**config.mk**
```make
export PLATFORM = sky130hd
export DESIGN_NAME = port_ts_ctrl
export DESIGN_NICKNAME = d
export VERILOG_FILES = /design/src/hw/port_ts_pkg.sv /design/src/hw/pin_sync.sv /design/src/hw/port_ts_ctrl.sv
export SDC_FILE = /design/constraint.sdc
export NUM_CORES = 1
export LEC_CHECK = 0
export ABC_AREA = 1
export BUFFER_PORTS_ARGS = -buffer_cell sky130_fd_sc_hd__buf_2
export CORE_UTILIZATION = 57
export CTS_BUF_LIST = sky130_fd_sc_hd__clkbuf_8
export CTS_CLUSTER_DIAMETER = 60
export DETAILED_ROUTE_END_ITERATION = 16
export PLACE_DENSITY = 0.95
export SLEW_MARGIN = 30
export SYNTH_ARGS = -nofsm -noshare
export SYNTH_HDL_FRONTEND = slang
export SYNTH_SLANG_ARGS = --single-unit
```
**constraint.sdc**
```tcl
create_clock -name sys_clk -period 3.05 [get_ports sys_clk]
set_input_delay 0.61 -clock sys_clk [delete_from_list [all_inputs] [get_ports sys_clk]]
set_output_delay 0.61 -clock sys_clk [all_outputs]
set_load 0.05 [all_outputs]
```
**src/hw/port_ts_pkg.sv**
```systemverilog
// How it works
// - A port T polarity bit picks a pull-up when 0 and a pull-down when 1, only for an enabled input pin.
// - Each of the five port T routing bits ties its pin to the timer when 0 and to the modulator when 1.
// - A port S data read gives the stored value for output pins and the sampled pin level for the others.
// - Port S pin 1 is forced to output while the serial transmitter is on, pin 0 to input while its receiver is on.
// - The port S pin-level register always returns the real levels on all four pins.
// - Writes to the port S pin-level register are ignored and change nothing.
// - A port S direction bit makes its pin an input when 0 and an output when 1.
// - While a serial channel is on its direction bit has no effect, and control returns to the bit when it is off.
// - After a direction change the data and pin-level reads may lag up to three cycles: one in the pin output flops, two in the synchronisers.
// - A port S reduced-drive bit picks full strength when 0 and one third when 1, and is ignored on inputs.
// - A port S pull-enable bit acts on inputs and open-drain outputs, never on push-pull outputs.
// - After reset the port S pulls are enabled with pull-up polarity.
// - A port S polarity bit picks a pull-up when 0 (inputs and open-drain) and a pull-down when 1 (inputs only).
// - A port T pull-enable bit acts only on an input pin, and all port T pulls are off after reset.
// - A port S pin in open-drain mode drives low only and leaves the pin undriven for a one.
package port_ts_pkg;

  // ----------------------------------------
  // Widths
  // ----------------------------------------
  localparam int PORT_T_W = 8;
  localparam int ROUTE_W  = 5;
  localparam int PORT_S_W = 4;
  localparam int ADDR_W   = 12;

  typedef logic [3:0] regIdx_t;

  // ----------------------------------------
  // Register indices (byte address is four times the index)
  // ----------------------------------------
  localparam regIdx_t IDX_T_PULL_EN   = 4'h4;
  localparam regIdx_t IDX_T_PULL_POL  = 4'h5;
  localparam regIdx_t IDX_T_ROUTING   = 4'h7;
  localparam regIdx_t IDX_S_DATA      = 4'h8;
  localparam regIdx_t IDX_S_LEVELS    = 4'h9;
  localparam regIdx_t IDX_S_DIR       = 4'ha;
  localparam regIdx_t IDX_S_DRIVE     = 4'hb;
  localparam regIdx_t IDX_S_PULL_EN   = 4'hc;
  localparam regIdx_t IDX_S_PULL_POL  = 4'hd;
  localparam regIdx_t IDX_S_OPEN_DRN  = 4'he;

  // ----------------------------------------
  // Field positions
  // ----------------------------------------
  localparam int SERIAL_TX_PIN = 1;
  localparam int SERIAL_RX_PIN = 0;

  // ----------------------------------------
  // Reset values
  // ----------------------------------------
  localparam logic [7:0] RST_T_PULL_EN  = 8'h00;
  localparam logic [7:0] RST_T_PULL_POL = 8'h00;
  localparam logic [4:0] RST_T_ROUTING  = 5'h00;
  localparam logic [3:0] RST_S_DATA     = 4'h0;
  localparam logic [3:0] RST_S_DIR      = 4'h0;
  localparam logic [3:0] RST_S_DRIVE    = 4'h0;
  localparam logic [3:0] RST_S_PULL_EN  = 4'hf;
  localparam logic [3:0] RST_S_PULL_POL = 4'h0;
  localparam logic [3:0] RST_S_OPEN_DRN = 4'h0;

endpackage

```
**src/hw/pin_sync.sv**
```systemverilog
`timescale 1ns/1ns
// Two-stage synchroniser for pin levels; first stage feeds only the second
module pin_sync #(
  parameter int WIDTH = 4
) (
  // Clock and reset
  input  wire logic             sys_clk,
  input  wire logic             nrst,
  input  wire logic             clkEn,
  // Levels
  input  wire logic [WIDTH-1:0] asyncIn,
  output      logic [WIDTH-1:0] syncOut
);

  logic [WIDTH-1:0] meta_q;

  // ----------------------------------------
  // Two flops, frozen by the clock enable
  // ----------------------------------------
  always_ff @(posedge sys_clk or negedge nrst) begin
    if (!nrst) begin
      meta_q  <= '0;
      syncOut <= '0;
    end else if (clkEn) begin
      meta_q  <= asyncIn;
      syncOut <= meta_q;
    end
  end

endmodule

```
**src/hw/port_ts_ctrl.sv**
```systemverilog
`timescale 1ns/1ns
module port_ts_ctrl
  import port_ts_pkg::*;
#(
  parameter int TW = port_ts_pkg::PORT_T_W,
  parameter int RW = port_ts_pkg::ROUTE_W,
  parameter int SW = port_ts_pkg::PORT_S_W
) (
  // Clock, reset, enable
  input  wire logic                          sys_clk,
  input  wire logic                          nrst,
  input  wire logic                          clkEn,
  // APB slave
  input  wire logic                          psel,
  input  wire logic                          penable,
  input  wire logic                          pwrite,
  input  wire logic [port_ts_pkg::ADDR_W-1:0] paddr,
  input  wire logic [31:0]                   pwdata,
  input  wire logic [3:0]                    pstrb,
  output      logic [31:0]                   prdata,
  output      logic                          pready,
  output      logic                          pslverr,
  // Port T context from the rest of the chip
  input  wire logic [TW-1:0]                 portTDirIn,
  input  wire logic [RW-1:0]                 timerOut,
  input  wire logic [RW-1:0]                 pwmOut,
  // Port T controls
  output      logic [RW-1:0]                 portTToModulator,
  output      logic [RW-1:0]                 portTPeriphOut,
  output      logic [TW-1:0]                 portTPullUp,
  output      logic [TW-1:0]                 portTPullDown,
  // Serial unit
  input  wire logic                          serialTxEn,
  input  wire logic                          serialRxEn,
  input  wire logic                          serialTxData,
  output      logic                          serialRxData,
  // Port S pins
  input  wire logic [SW-1:0]                 portSPinIn,
  output      logic [SW-1:0]                 portSPinOut,
  output      logic [SW-1:0]                 portSPinOeN,
  output      logic [SW-1:0]                 portSReducedDrive,
  output      logic [SW-1:0]                 portSPullUp,
  output      logic [SW-1:0]                 portSPullDown
);

  // ----------------------------------------
  // Register state
  // ----------------------------------------
  logic [TW-1:0] tPullEn_q;
  logic [TW-1:0] tPullPol_q;
  logic [RW-1:0] tRoute_q;
  logic [SW-1:0] sData_q;
  logic [SW-1:0] sDir_q;
  logic [SW-1:0] sDrive_q;
  logic [SW-1:0] sPullEn_q;
  logic [SW-1:0] sPullPol_q;
  logic [SW-1:0] sOpenDrn_q;
  logic [31:0]   rdata_d;
  logic          pready_d;
  logic          pslverr_d;

  // ----------------------------------------
  // Pin synchronisers
  // ----------------------------------------
  logic [SW-1:0] sLevel;

  // Levels reach software two cycles late after any pin change
  pin_sync #(
    .WIDTH (SW)
  ) u_sync (
    .sys_clk (sys_clk),
    .nrst    (nrst),
    .clkEn   (clkEn),
    .asyncIn (portSPinIn),
    .syncOut (sLevel)
  );

  // ----------------------------------------
  // Bus decode
  // ----------------------------------------
  wire           access   = psel & penable;
  wire           wordAlgn = (paddr[1:0] == 2'b00);
  wire           upperZero = (paddr[port_ts_pkg::ADDR_W-1:6] == '0);
  wire regIdx_t  idx      = paddr[5:2];
  wire           lane0    = pstrb[0];
  wire           hitTPe   = (idx == IDX_T_PULL_EN);
  wire           hitTPol  = (idx == IDX_T_PULL_POL);
  wire           hitRoute = (idx == IDX_T_ROUTING);
  wire           hitSData = (idx == IDX_S_DATA);
  wire           hitSLvl  = (idx == IDX_S_LEVELS);
  wire           hitSDir  = (idx == IDX_S_DIR);
  wire           hitSDrv  = (idx == IDX_S_DRIVE);
  wire           hitSPe   = (idx == IDX_S_PULL_EN);
  wire           hitSPol  = (idx == IDX_S_PULL_POL);
  wire           hitSOd   = (idx == IDX_S_OPEN_DRN);
  wire           anyHit   = hitTPe | hitTPol | hitRoute | hitSData | hitSLvl |
                            hitSDir | hitSDrv | hitSPe | hitSPol | hitSOd;
  wire           mapped   = wordAlgn & upperZero & anyHit;
  // A write lands only at the edge that completes the access
  wire           wrEn     = access & pready & pwrite & lane0 & mapped;

  // ----------------------------------------
  // Effective port S direction
  // ----------------------------------------
  // Serial channels override the direction bits without touching them
  logic [SW-1:0] sDirEff;
  always_comb begin
    sDirEff = sDir_q;
    if (serialTxEn) begin
      sDirEff[SERIAL_TX_PIN] = 1'b1;
    end
    if (serialRxEn) begin
      sDirEff[SERIAL_RX_PIN] = 1'b0;
    end
  end

  // Output value: serial transmit data replaces the data bit
  logic [SW-1:0] sOutVal;
  always_comb begin
    sOutVal = sData_q;
    if (serialTxEn) begin
      sOutVal[SERIAL_TX_PIN] = serialTxData;
    end
  end

  // ----------------------------------------
  // Port S pin drive terms
  // ----------------------------------------
  // Open-drain drives only a low; a one releases the pin
  wire [SW-1:0] sDriving   = sDirEff & ~(sOpenDrn_q & sOutVal);
  wire [SW-1:0] sOeN_d     = ~sDriving;
  wire [SW-1:0] sOut_d     = sOutVal & ~sOpenDrn_q;
  // Strength only matters while the pin is an output
  wire [SW-1:0] sRedDrv_d  = sDrive_q & sDirEff;
  // Pulls work on inputs and open-drain outputs, never push-pull
  wire [SW-1:0] sPullOk    = sPullEn_q & (~sDirEff | sOpenDrn_q);
  wire [SW-1:0] sPullUp_d  = sPullOk & ~sPullPol_q;
  // A pull-down is offered on inputs only
  wire [SW-1:0] sPullDn_d  = sPullOk & sPullPol_q & ~sDirEff;

  // ----------------------------------------
  // Port T pin terms
  // ----------------------------------------
  wire [TW-1:0] tPullOk    = tPullEn_q & ~portTDirIn;
  wire [TW-1:0] tPullUp_d  = tPullOk & ~tPullPol_q;
  wire [TW-1:0] tPullDn_d  = tPullOk & tPullPol_q;
  // Routing bit picks the source that reaches the pin
  wire [RW-1:0] tPeriph_d  = (tRoute_q & pwmOut) | (~tRoute_q & timerOut);

  // ----------------------------------------
  // Read mux
  // ----------------------------------------
  // Output pins read the latch, others the synchronised level
  wire [SW-1:0] sDataRd    = (sDirEff & sData_q) | (~sDirEff & sLevel);
  always_comb begin
    rdata_d = 32'h0000_0000;
    case (1'b1)
      hitTPe:   rdata_d[TW-1:0] = tPullEn_q;
      hitTPol:  rdata_d[TW-1:0] = tPullPol_q;
      hitRoute: rdata_d[RW-1:0] = tRoute_q;
      hitSData: rdata_d[SW-1:0] = sDataRd;
      hitSLvl:  rdata_d[SW-1:0] = sLevel;
      hitSDir:  rdata_d[SW-1:0] = sDir_q;
      hitSDrv:  rdata_d[SW-1:0] = sDrive_q;
      hitSPe:   rdata_d[SW-1:0] = sPullEn_q;
      hitSPol:  rdata_d[SW-1:0] = sPullPol_q;
      hitSOd:   rdata_d[SW-1:0] = sOpenDrn_q;
      default:  rdata_d = 32'h0000_0000;
    endcase
    if (!mapped) begin
      rdata_d = 32'h0000_0000;
    end
  end

  // One wait state: ready rises in the second access cycle
  assign pready_d  = access & ~pready;
  assign pslverr_d = access & ~pready & ~mapped;

  // ----------------------------------------
  // Bus answer flops
  // ----------------------------------------
  always_ff @(posedge sys_clk or negedge nrst) begin
    if (!nrst) begin
      pready  <= 1'b0;
      pslverr <= 1'b0;
      prdata  <= 32'h0000_0000;
    end else if (clkEn) begin
      pready  <= pready_d;
      pslverr <= pslverr_d;
      prdata  <= (access & ~pready & ~pwrite) ? rdata_d : 32'h0000_0000;
    end
  end

  // ----------------------------------------
  // Port T registers
  // ----------------------------------------
  always_ff @(posedge sys_clk or negedge nrst) begin
    if (!nrst) begin
      tPullEn_q  <= RST_T_PULL_EN;
      tPullPol_q <= RST_T_PULL_POL;
      tRoute_q   <= RST_T_ROUTING;
    end else if (clkEn && wrEn) begin
      if (hitTPe)   tPullEn_q  <= pwdata[TW-1:0];
      if (hitTPol)  tPullPol_q <= pwdata[TW-1:0];
      if (hitRoute) tRoute_q   <= pwdata[RW-1:0];
    end
  end

  // ----------------------------------------
  // Port S registers
  // ----------------------------------------
  // The pin-level index has no write branch, so writes fall away
  always_ff @(posedge sys_clk or negedge nrst) begin
    if (!nrst) begin
      sData_q    <= RST_S_DATA;
      sDir_q     <= RST_S_DIR;
      sDrive_q   <= RST_S_DRIVE;
      sPullEn_q  <= RST_S_PULL_EN;
      sPullPol_q <= RST_S_PULL_POL;
      sOpenDrn_q <= RST_S_OPEN_DRN;
    end else if (clkEn && wrEn) begin
      if (hitSData) sData_q    <= pwdata[SW-1:0];
      if (hitSDir)  sDir_q     <= pwdata[SW-1:0];
      if (hitSDrv)  sDrive_q   <= pwdata[SW-1:0];
      if (hitSPe)   sPullEn_q  <= pwdata[SW-1:0];
      if (hitSPol)  sPullPol_q <= pwdata[SW-1:0];
      if (hitSOd)   sOpenDrn_q <= pwdata[SW-1:0];
    end
  end

  // ----------------------------------------
  // Registered pin and peripheral outputs
  // ----------------------------------------
  // One cycle of lag keeps every output glitch-free off a flop
  always_ff @(posedge sys_clk or negedge nrst) begin
    if (!nrst) begin
      portSPinOut       <= '0;
      portSPinOeN       <= '1;
      portSReducedDrive <= '0;
      portSPullUp       <= '0;
      portSPullDown     <= '0;
      portTPullUp       <= '0;
      portTPullDown     <= '0;
      portTToModulator  <= '0;
      portTPeriphOut    <= '0;
      serialRxData      <= 1'b1;
    end else if (clkEn) begin
      portSPinOut       <= sOut_d;
      portSPinOeN       <= sOeN_d;
      portSReducedDrive <= sRedDrv_d;
      portSPullUp       <= sPullUp_d;
      portSPullDown     <= sPullDn_d;
      portTPullUp       <= tPullUp_d;
      portTPullDown     <= tPullDn_d;
      portTToModulator  <= tRoute_q;
      portTPeriphOut    <= tPeriph_d;
      serialRxData      <= sLevel[SERIAL_RX_PIN];
    end
  end

endmodule

```
# Word level (Yosys, flattened, before mapping)
# Index checks and enable logic that the tools add are counted.
# totals
reg_bits	134
in_bits	79
out_inout_bits	81
word_cells	114
# op_classes
eq_ne	10
mux	20
n_bitwise	48
n_reduce_logical	12
# ops
cell	count
$and A4 B4 Y4	10
$mux W4	10
$mux W32	1
$eq A4 B4 Y1 const B	7
$and A8 B8 Y8	3
$not A4 Y4	5
$reduce_and A2 Y1	9
$not A8 Y8	2
$eq A4 B3 Y1 const B	3
$and A1 B1 Y1	10
$and A5 B5 Y5	2
$or A1 B1 Y1	9
$mux W8	1
$or A4 B4 Y4	2
$logic_not A6 Y1	1
$mux W1	6
$mux W3	2
$not A5 Y5	1
$or A5 B5 Y5	1
$not A1 Y1	3
$logic_not A2 Y1	1
$logic_and A1 B1 Y1	1

# Depth between registers and ports, before layout
# logic_depth
depth_word	14
depth_mapped	11
depth_no_buf	11

# Modules after synthesis
# A second synthesis with hierarchy kept.
# unflattened
cells_unflattened	663
hier_area_um2	5230.0
# modules_own_cells
mod	n_inst	cells_per_inst	area_per_inst_um2	seq_area_each_um2
port_ts_ctrl	1	629	4924.7	2563.7
pin_sync	1	34	305.3	200.2

# Worst setup path before layout
# No wires, ideal clock.
# synth_path
kind	input to register
start	input paddr[7] in the netlist's numbering
end	register sPullPol_q[0]
setup_ns	0.117
t_arrival_ns	1.763
required_time_ns	2.933
slack_ns	1.171
path_stages	8
n_path_buf	1
path_cell_list	or2_1 -> nor4_1 -> nand2_1 -> nor2_4 -> buf_6 -> nand2_2 -> nand2_1 -> nand2_1
# synth_between
elab_chain_cells	6
# synth_rtl
item	line_no	rtl
start, declared	port_ts_ctrl.sv:17	input wire logic [port_ts_pkg::ADDR_W-1:0] paddr,
$logic_not A6 Y1	port_ts_ctrl.sv:83	wire upperZero = (paddr[port_ts_pkg::ADDR_W-1:6] == '0);
$and A1 B1 Y1 (2 in a row)	port_ts_ctrl.sv:98	wire mapped = wordAlgn & upperZero & anyHit;
$and A1 B1 Y1	port_ts_ctrl.sv:100	wire wrEn = access & pready & pwrite & lane0 & mapped;
$logic_and A1 B1 Y1	port_ts_ctrl.sv:221	end else if (clkEn && wrEn) begin
$reduce_and A2 Y1 (no line)	--	
end signal, assigned	port_ts_ctrl.sv:226	if (hitSPol) sPullPol_q <= pwdata[SW-1:0];
end, declared	port_ts_ctrl.sv:56	logic [SW-1:0] sPullPol_q;
# No other way between the ends.
# A chain may end at the register's enable or synchronous reset.

# Worst setup path in the final report
# layout_path
start	input paddr[4] in the netlist's numbering
end	register sDrive_q[3]
# layout_between
elab_chain_cells	14
elab_cells_between_ends	23
classes_between	eq/ne: 10; bitwise: 11; reduce/logical: 2
# layout_rtl
item	line_no	rtl
$eq A4 B3 Y1 (on tied branches)	port_ts_ctrl.sv:86, port_ts_ctrl.sv:87	
$or A1 B1 Y1 (5 in a row)	port_ts_ctrl.sv:96	wire anyHit = hitTPe | hitTPol | hitRoute | hitSData | hitSLvl |
$or A1 B1 Y1 (4 in a row)	port_ts_ctrl.sv:97	hitSDir | hitSDrv | hitSPe | hitSPol | hitSOd;
$and A1 B1 Y1	port_ts_ctrl.sv:98	
$and A1 B1 Y1	port_ts_ctrl.sv:100	
$logic_and A1 B1 Y1	port_ts_ctrl.sv:221	
$reduce_and A2 Y1 (no line) (*)	--	
end signal, assigned	port_ts_ctrl.sv:224	if (hitSDrv) sDrive_q <= pwdata[SW-1:0];
end, declared	port_ts_ctrl.sv:54	logic [SW-1:0] sDrive_q;
# Every way passes the cells marked *; elsewhere a longest branch is shown, timed or not.

==> metrics <==
status completed; Final Max Tran Viols 0; synth warn 0; hold_ws roughly 0.29 ns; DP Cell Count between 800 and 900; Hold-fix buffers, CTS 0; reg2reg path depth 7; layout cells sized above 1 20.4%; flop2flop setup slack between 1 and 1.5 ns; H-tree Lvls 3; Yosys reg bits 110; ANT nets after route 0; CP Capture Type flop; clock tree sinks 110; Reg2Reg Launch Point pready; total grt overflow 0; measured slew at the worst slew-check pin 0.727 ns; met1 usage 38.4%; Post-DP HPWL 9400 um; GR Layer Usage met2 46.9%; antenna diode count 0; Critical Path RT 3.30 ns; RR Endpoint sDrive_q[3]; CTS resizes 0; CTS buffer count 9; clk buf depth 2; initial antenna violation count 0; Post-route DRC 0; Die H around 97 um; CTS root buffer clkbuf_8; Worst-Skew Late Latency 0.36 ns; Most common cell on crit path nand2_1; Syn Std Cell Area between 5000 and 6000 um2; Slew headroom 51.6%; minimum clock period about 2.2 ns; Die W just under 100 um; max-cap viol count 0; post-synth cell types 33; most common cell after layout, fill and taps aside nand2_1; power density cells ~460 nW/um2; kind of critical path input pin to flop; nature of the critical path startpoint input pin; row cnt 34; critical path, cell by cell buf_2 -> inv_1 -> nor2_1 -> nand2_1 -> nand4_2 -> nand2_1 -> nor2_4 -> buf_4 -> nand2_2 -> nand2_1 -> nand2_1; HP Class input pin to asynchronous set/reset pin; DR WL/cell ~15 um; cells after synthesis ~640; Final nets 819; vias in the first global route 4587; LEAKAGE between 3 and 4 nW; Final Skew between 0.01 and 0.015 ns; Starting Density between 50 and 60%; post-CTS setup buffer count 0; Iter 0 DRT Violations roughly 470; Crit-path slowest cell nor2_4; RePlAce Congestion slightly below 1; CP max FO 19; Fin. Hold Viols 0; Total Wirelength roughly 13000 um; ys async rst share 100%; routed vias about 4700; Final Setup Violations 0; routed vias/inst about 5.5; First-pass DRT Iterations 6; core area 8760 um2; final setup TNS 0 ns; met3 usage in global routing between 3 and 4%; placed inst area around 5700 um2; Area Overhead vs Synth 14.6%; Primary FF master, synth dfrtp_1; largest net degree at the start of global routing slightly below 60; commonest cells after routing, fill and taps aside nand2_1 (229), buf_2 (107), dfrtp_1 (101); IO Pins 160; fin crit share 71.1%; max frequency roughly 460 MHz; busiest grt layer met2; Worst VDD drop roughly 270 uV; total track usage 28.3%; PnR Total Power 2.75 mW; number of synthesized flops with an enable pin 0; Mean Syn Cell Area 8.10 um2; Design Area, Final between 5000 and 6000 um2; clk slew on worst S/H paths 0.10 ns; first-pass GRT wire length 21700 um; RSZ-0062 raised after global routing false; Critical Path AT 2.41 ns; Die ar. between 9000 and 10000 um2; max incr delay on CP approximately 0.41 ns; PortBufs ~110; post-synthesis sequential area ratio 53.2%; TritonCTS clock tree done; fin cells 853
## how the worst max path moves through the flow
stage	start	end	slack, ns	cells past startpoint
floorplan	paddr[7]	sPullPol_q[0]	1.17	8
global placement	paddr[4]	sDir_q[3]	0.64	11
detailed placement	paddr[4]	sDir_q[1]	0.55	11
CTS	paddr[4]	sDrive_q[3]	0.92	11
global route	paddr[3]	sDrive_q[3]	0.67	10
finish	paddr[4]	sDrive_q[3]	0.88	11
## area by class of cell
class | count | area [um2]
fill | 695 | 2810
clock buffer | 9 | 124
sequential | 110 | 2760
timing repair buffer | 113 | 618
inverter | 50 | 188
clock inverter | 7 | 88.8
tap | 108 | 135
multi-input combinational | 456 | 2030
## per-layer routing
metal | routed length [um] | share of wire, %
met1 | 5330 | 41
met2 | 6250 | 48
met3 | 1010 | 7.8
met4 | 359 | 2.8
met5 | 0 | 0
## worst max-delay path, delay by kind of cell
kind | cells | cell delay [ns]
AND/OR/NAND/NOR | 8 | 1.34
buffers and inverters | 3 | 0.44
## registers in the layout, summed over array words and instances (netlist names), 5 cells and up
name / cells
portTPeriphOut: 5
portTPullDown: 8
portTPullUp: 8
portTToModulator: 5
prdata: 8
tPullEn_q: 8
tPullPol_q: 8
tRoute_q: 5
## cells in the mapped netlist, types with 3 or more instances
master / count / area, um2
nand2_2: 6 / 37.5
o21ai_0: 37 / 185
a22o_1: 3 / 26.3
nor2_1: 35 / 131
o211ai_1: 3 / 22.5
a21oi_1: 12 / 60.1
nand4_1: 6 / 37.5
o41ai_1: 4 / 35.0
clkinv_1: 3 / 11.3
inv_1: 46 / 173
o31ai_1: 8 / 60.1
nand2_1: 229 / 860
o22ai_1: 4 / 25.0
nand3_1: 72 / 360
buf_4: 28 / 210
dfstp_2: 9 / 236
clkbuf_1: 16 / 60.1
dfrtp_1: 101 / 2530
## metrics by stage
| stage | worst slack [ns] | util [%] |
|---|---|---|
| global placement | 0.642 | 65.5 |
| global route | 0.669 | 67.9 |
| floorplan | 1.17 | - |
| detailed placement | 0.552 | 65.5 |
| CTS | 0.921 | 67.9 |
| finish | 0.883 | 67.9 |
## kinds of logic after synthesis
kind of cell | Yosys count | share of synthesized area [%]
and+or+nand+nor | 358 | 29.0
DFF | 110 | 53.2
buffers and inverters | 98 | 9.30
AOI/OAI and AO/OA | 73 | 8.17
muxes | 1 | 0.217
other | 1 | 0.0722
## report_power, final
| part | leakage (nW) | total [mW] | switching, mW | internal [mW] |
|---|---|---|---|---|
| Clock | 0.113 | 0.937 | 0.478 | 0.459 |
| Sequential | 1.48 | 1.50 | 0.0146 | 1.49 |
| Combinational | 1.62 | 0.315 | 0.251 | 0.0641 |
Power figures use the tool's default switching activity.
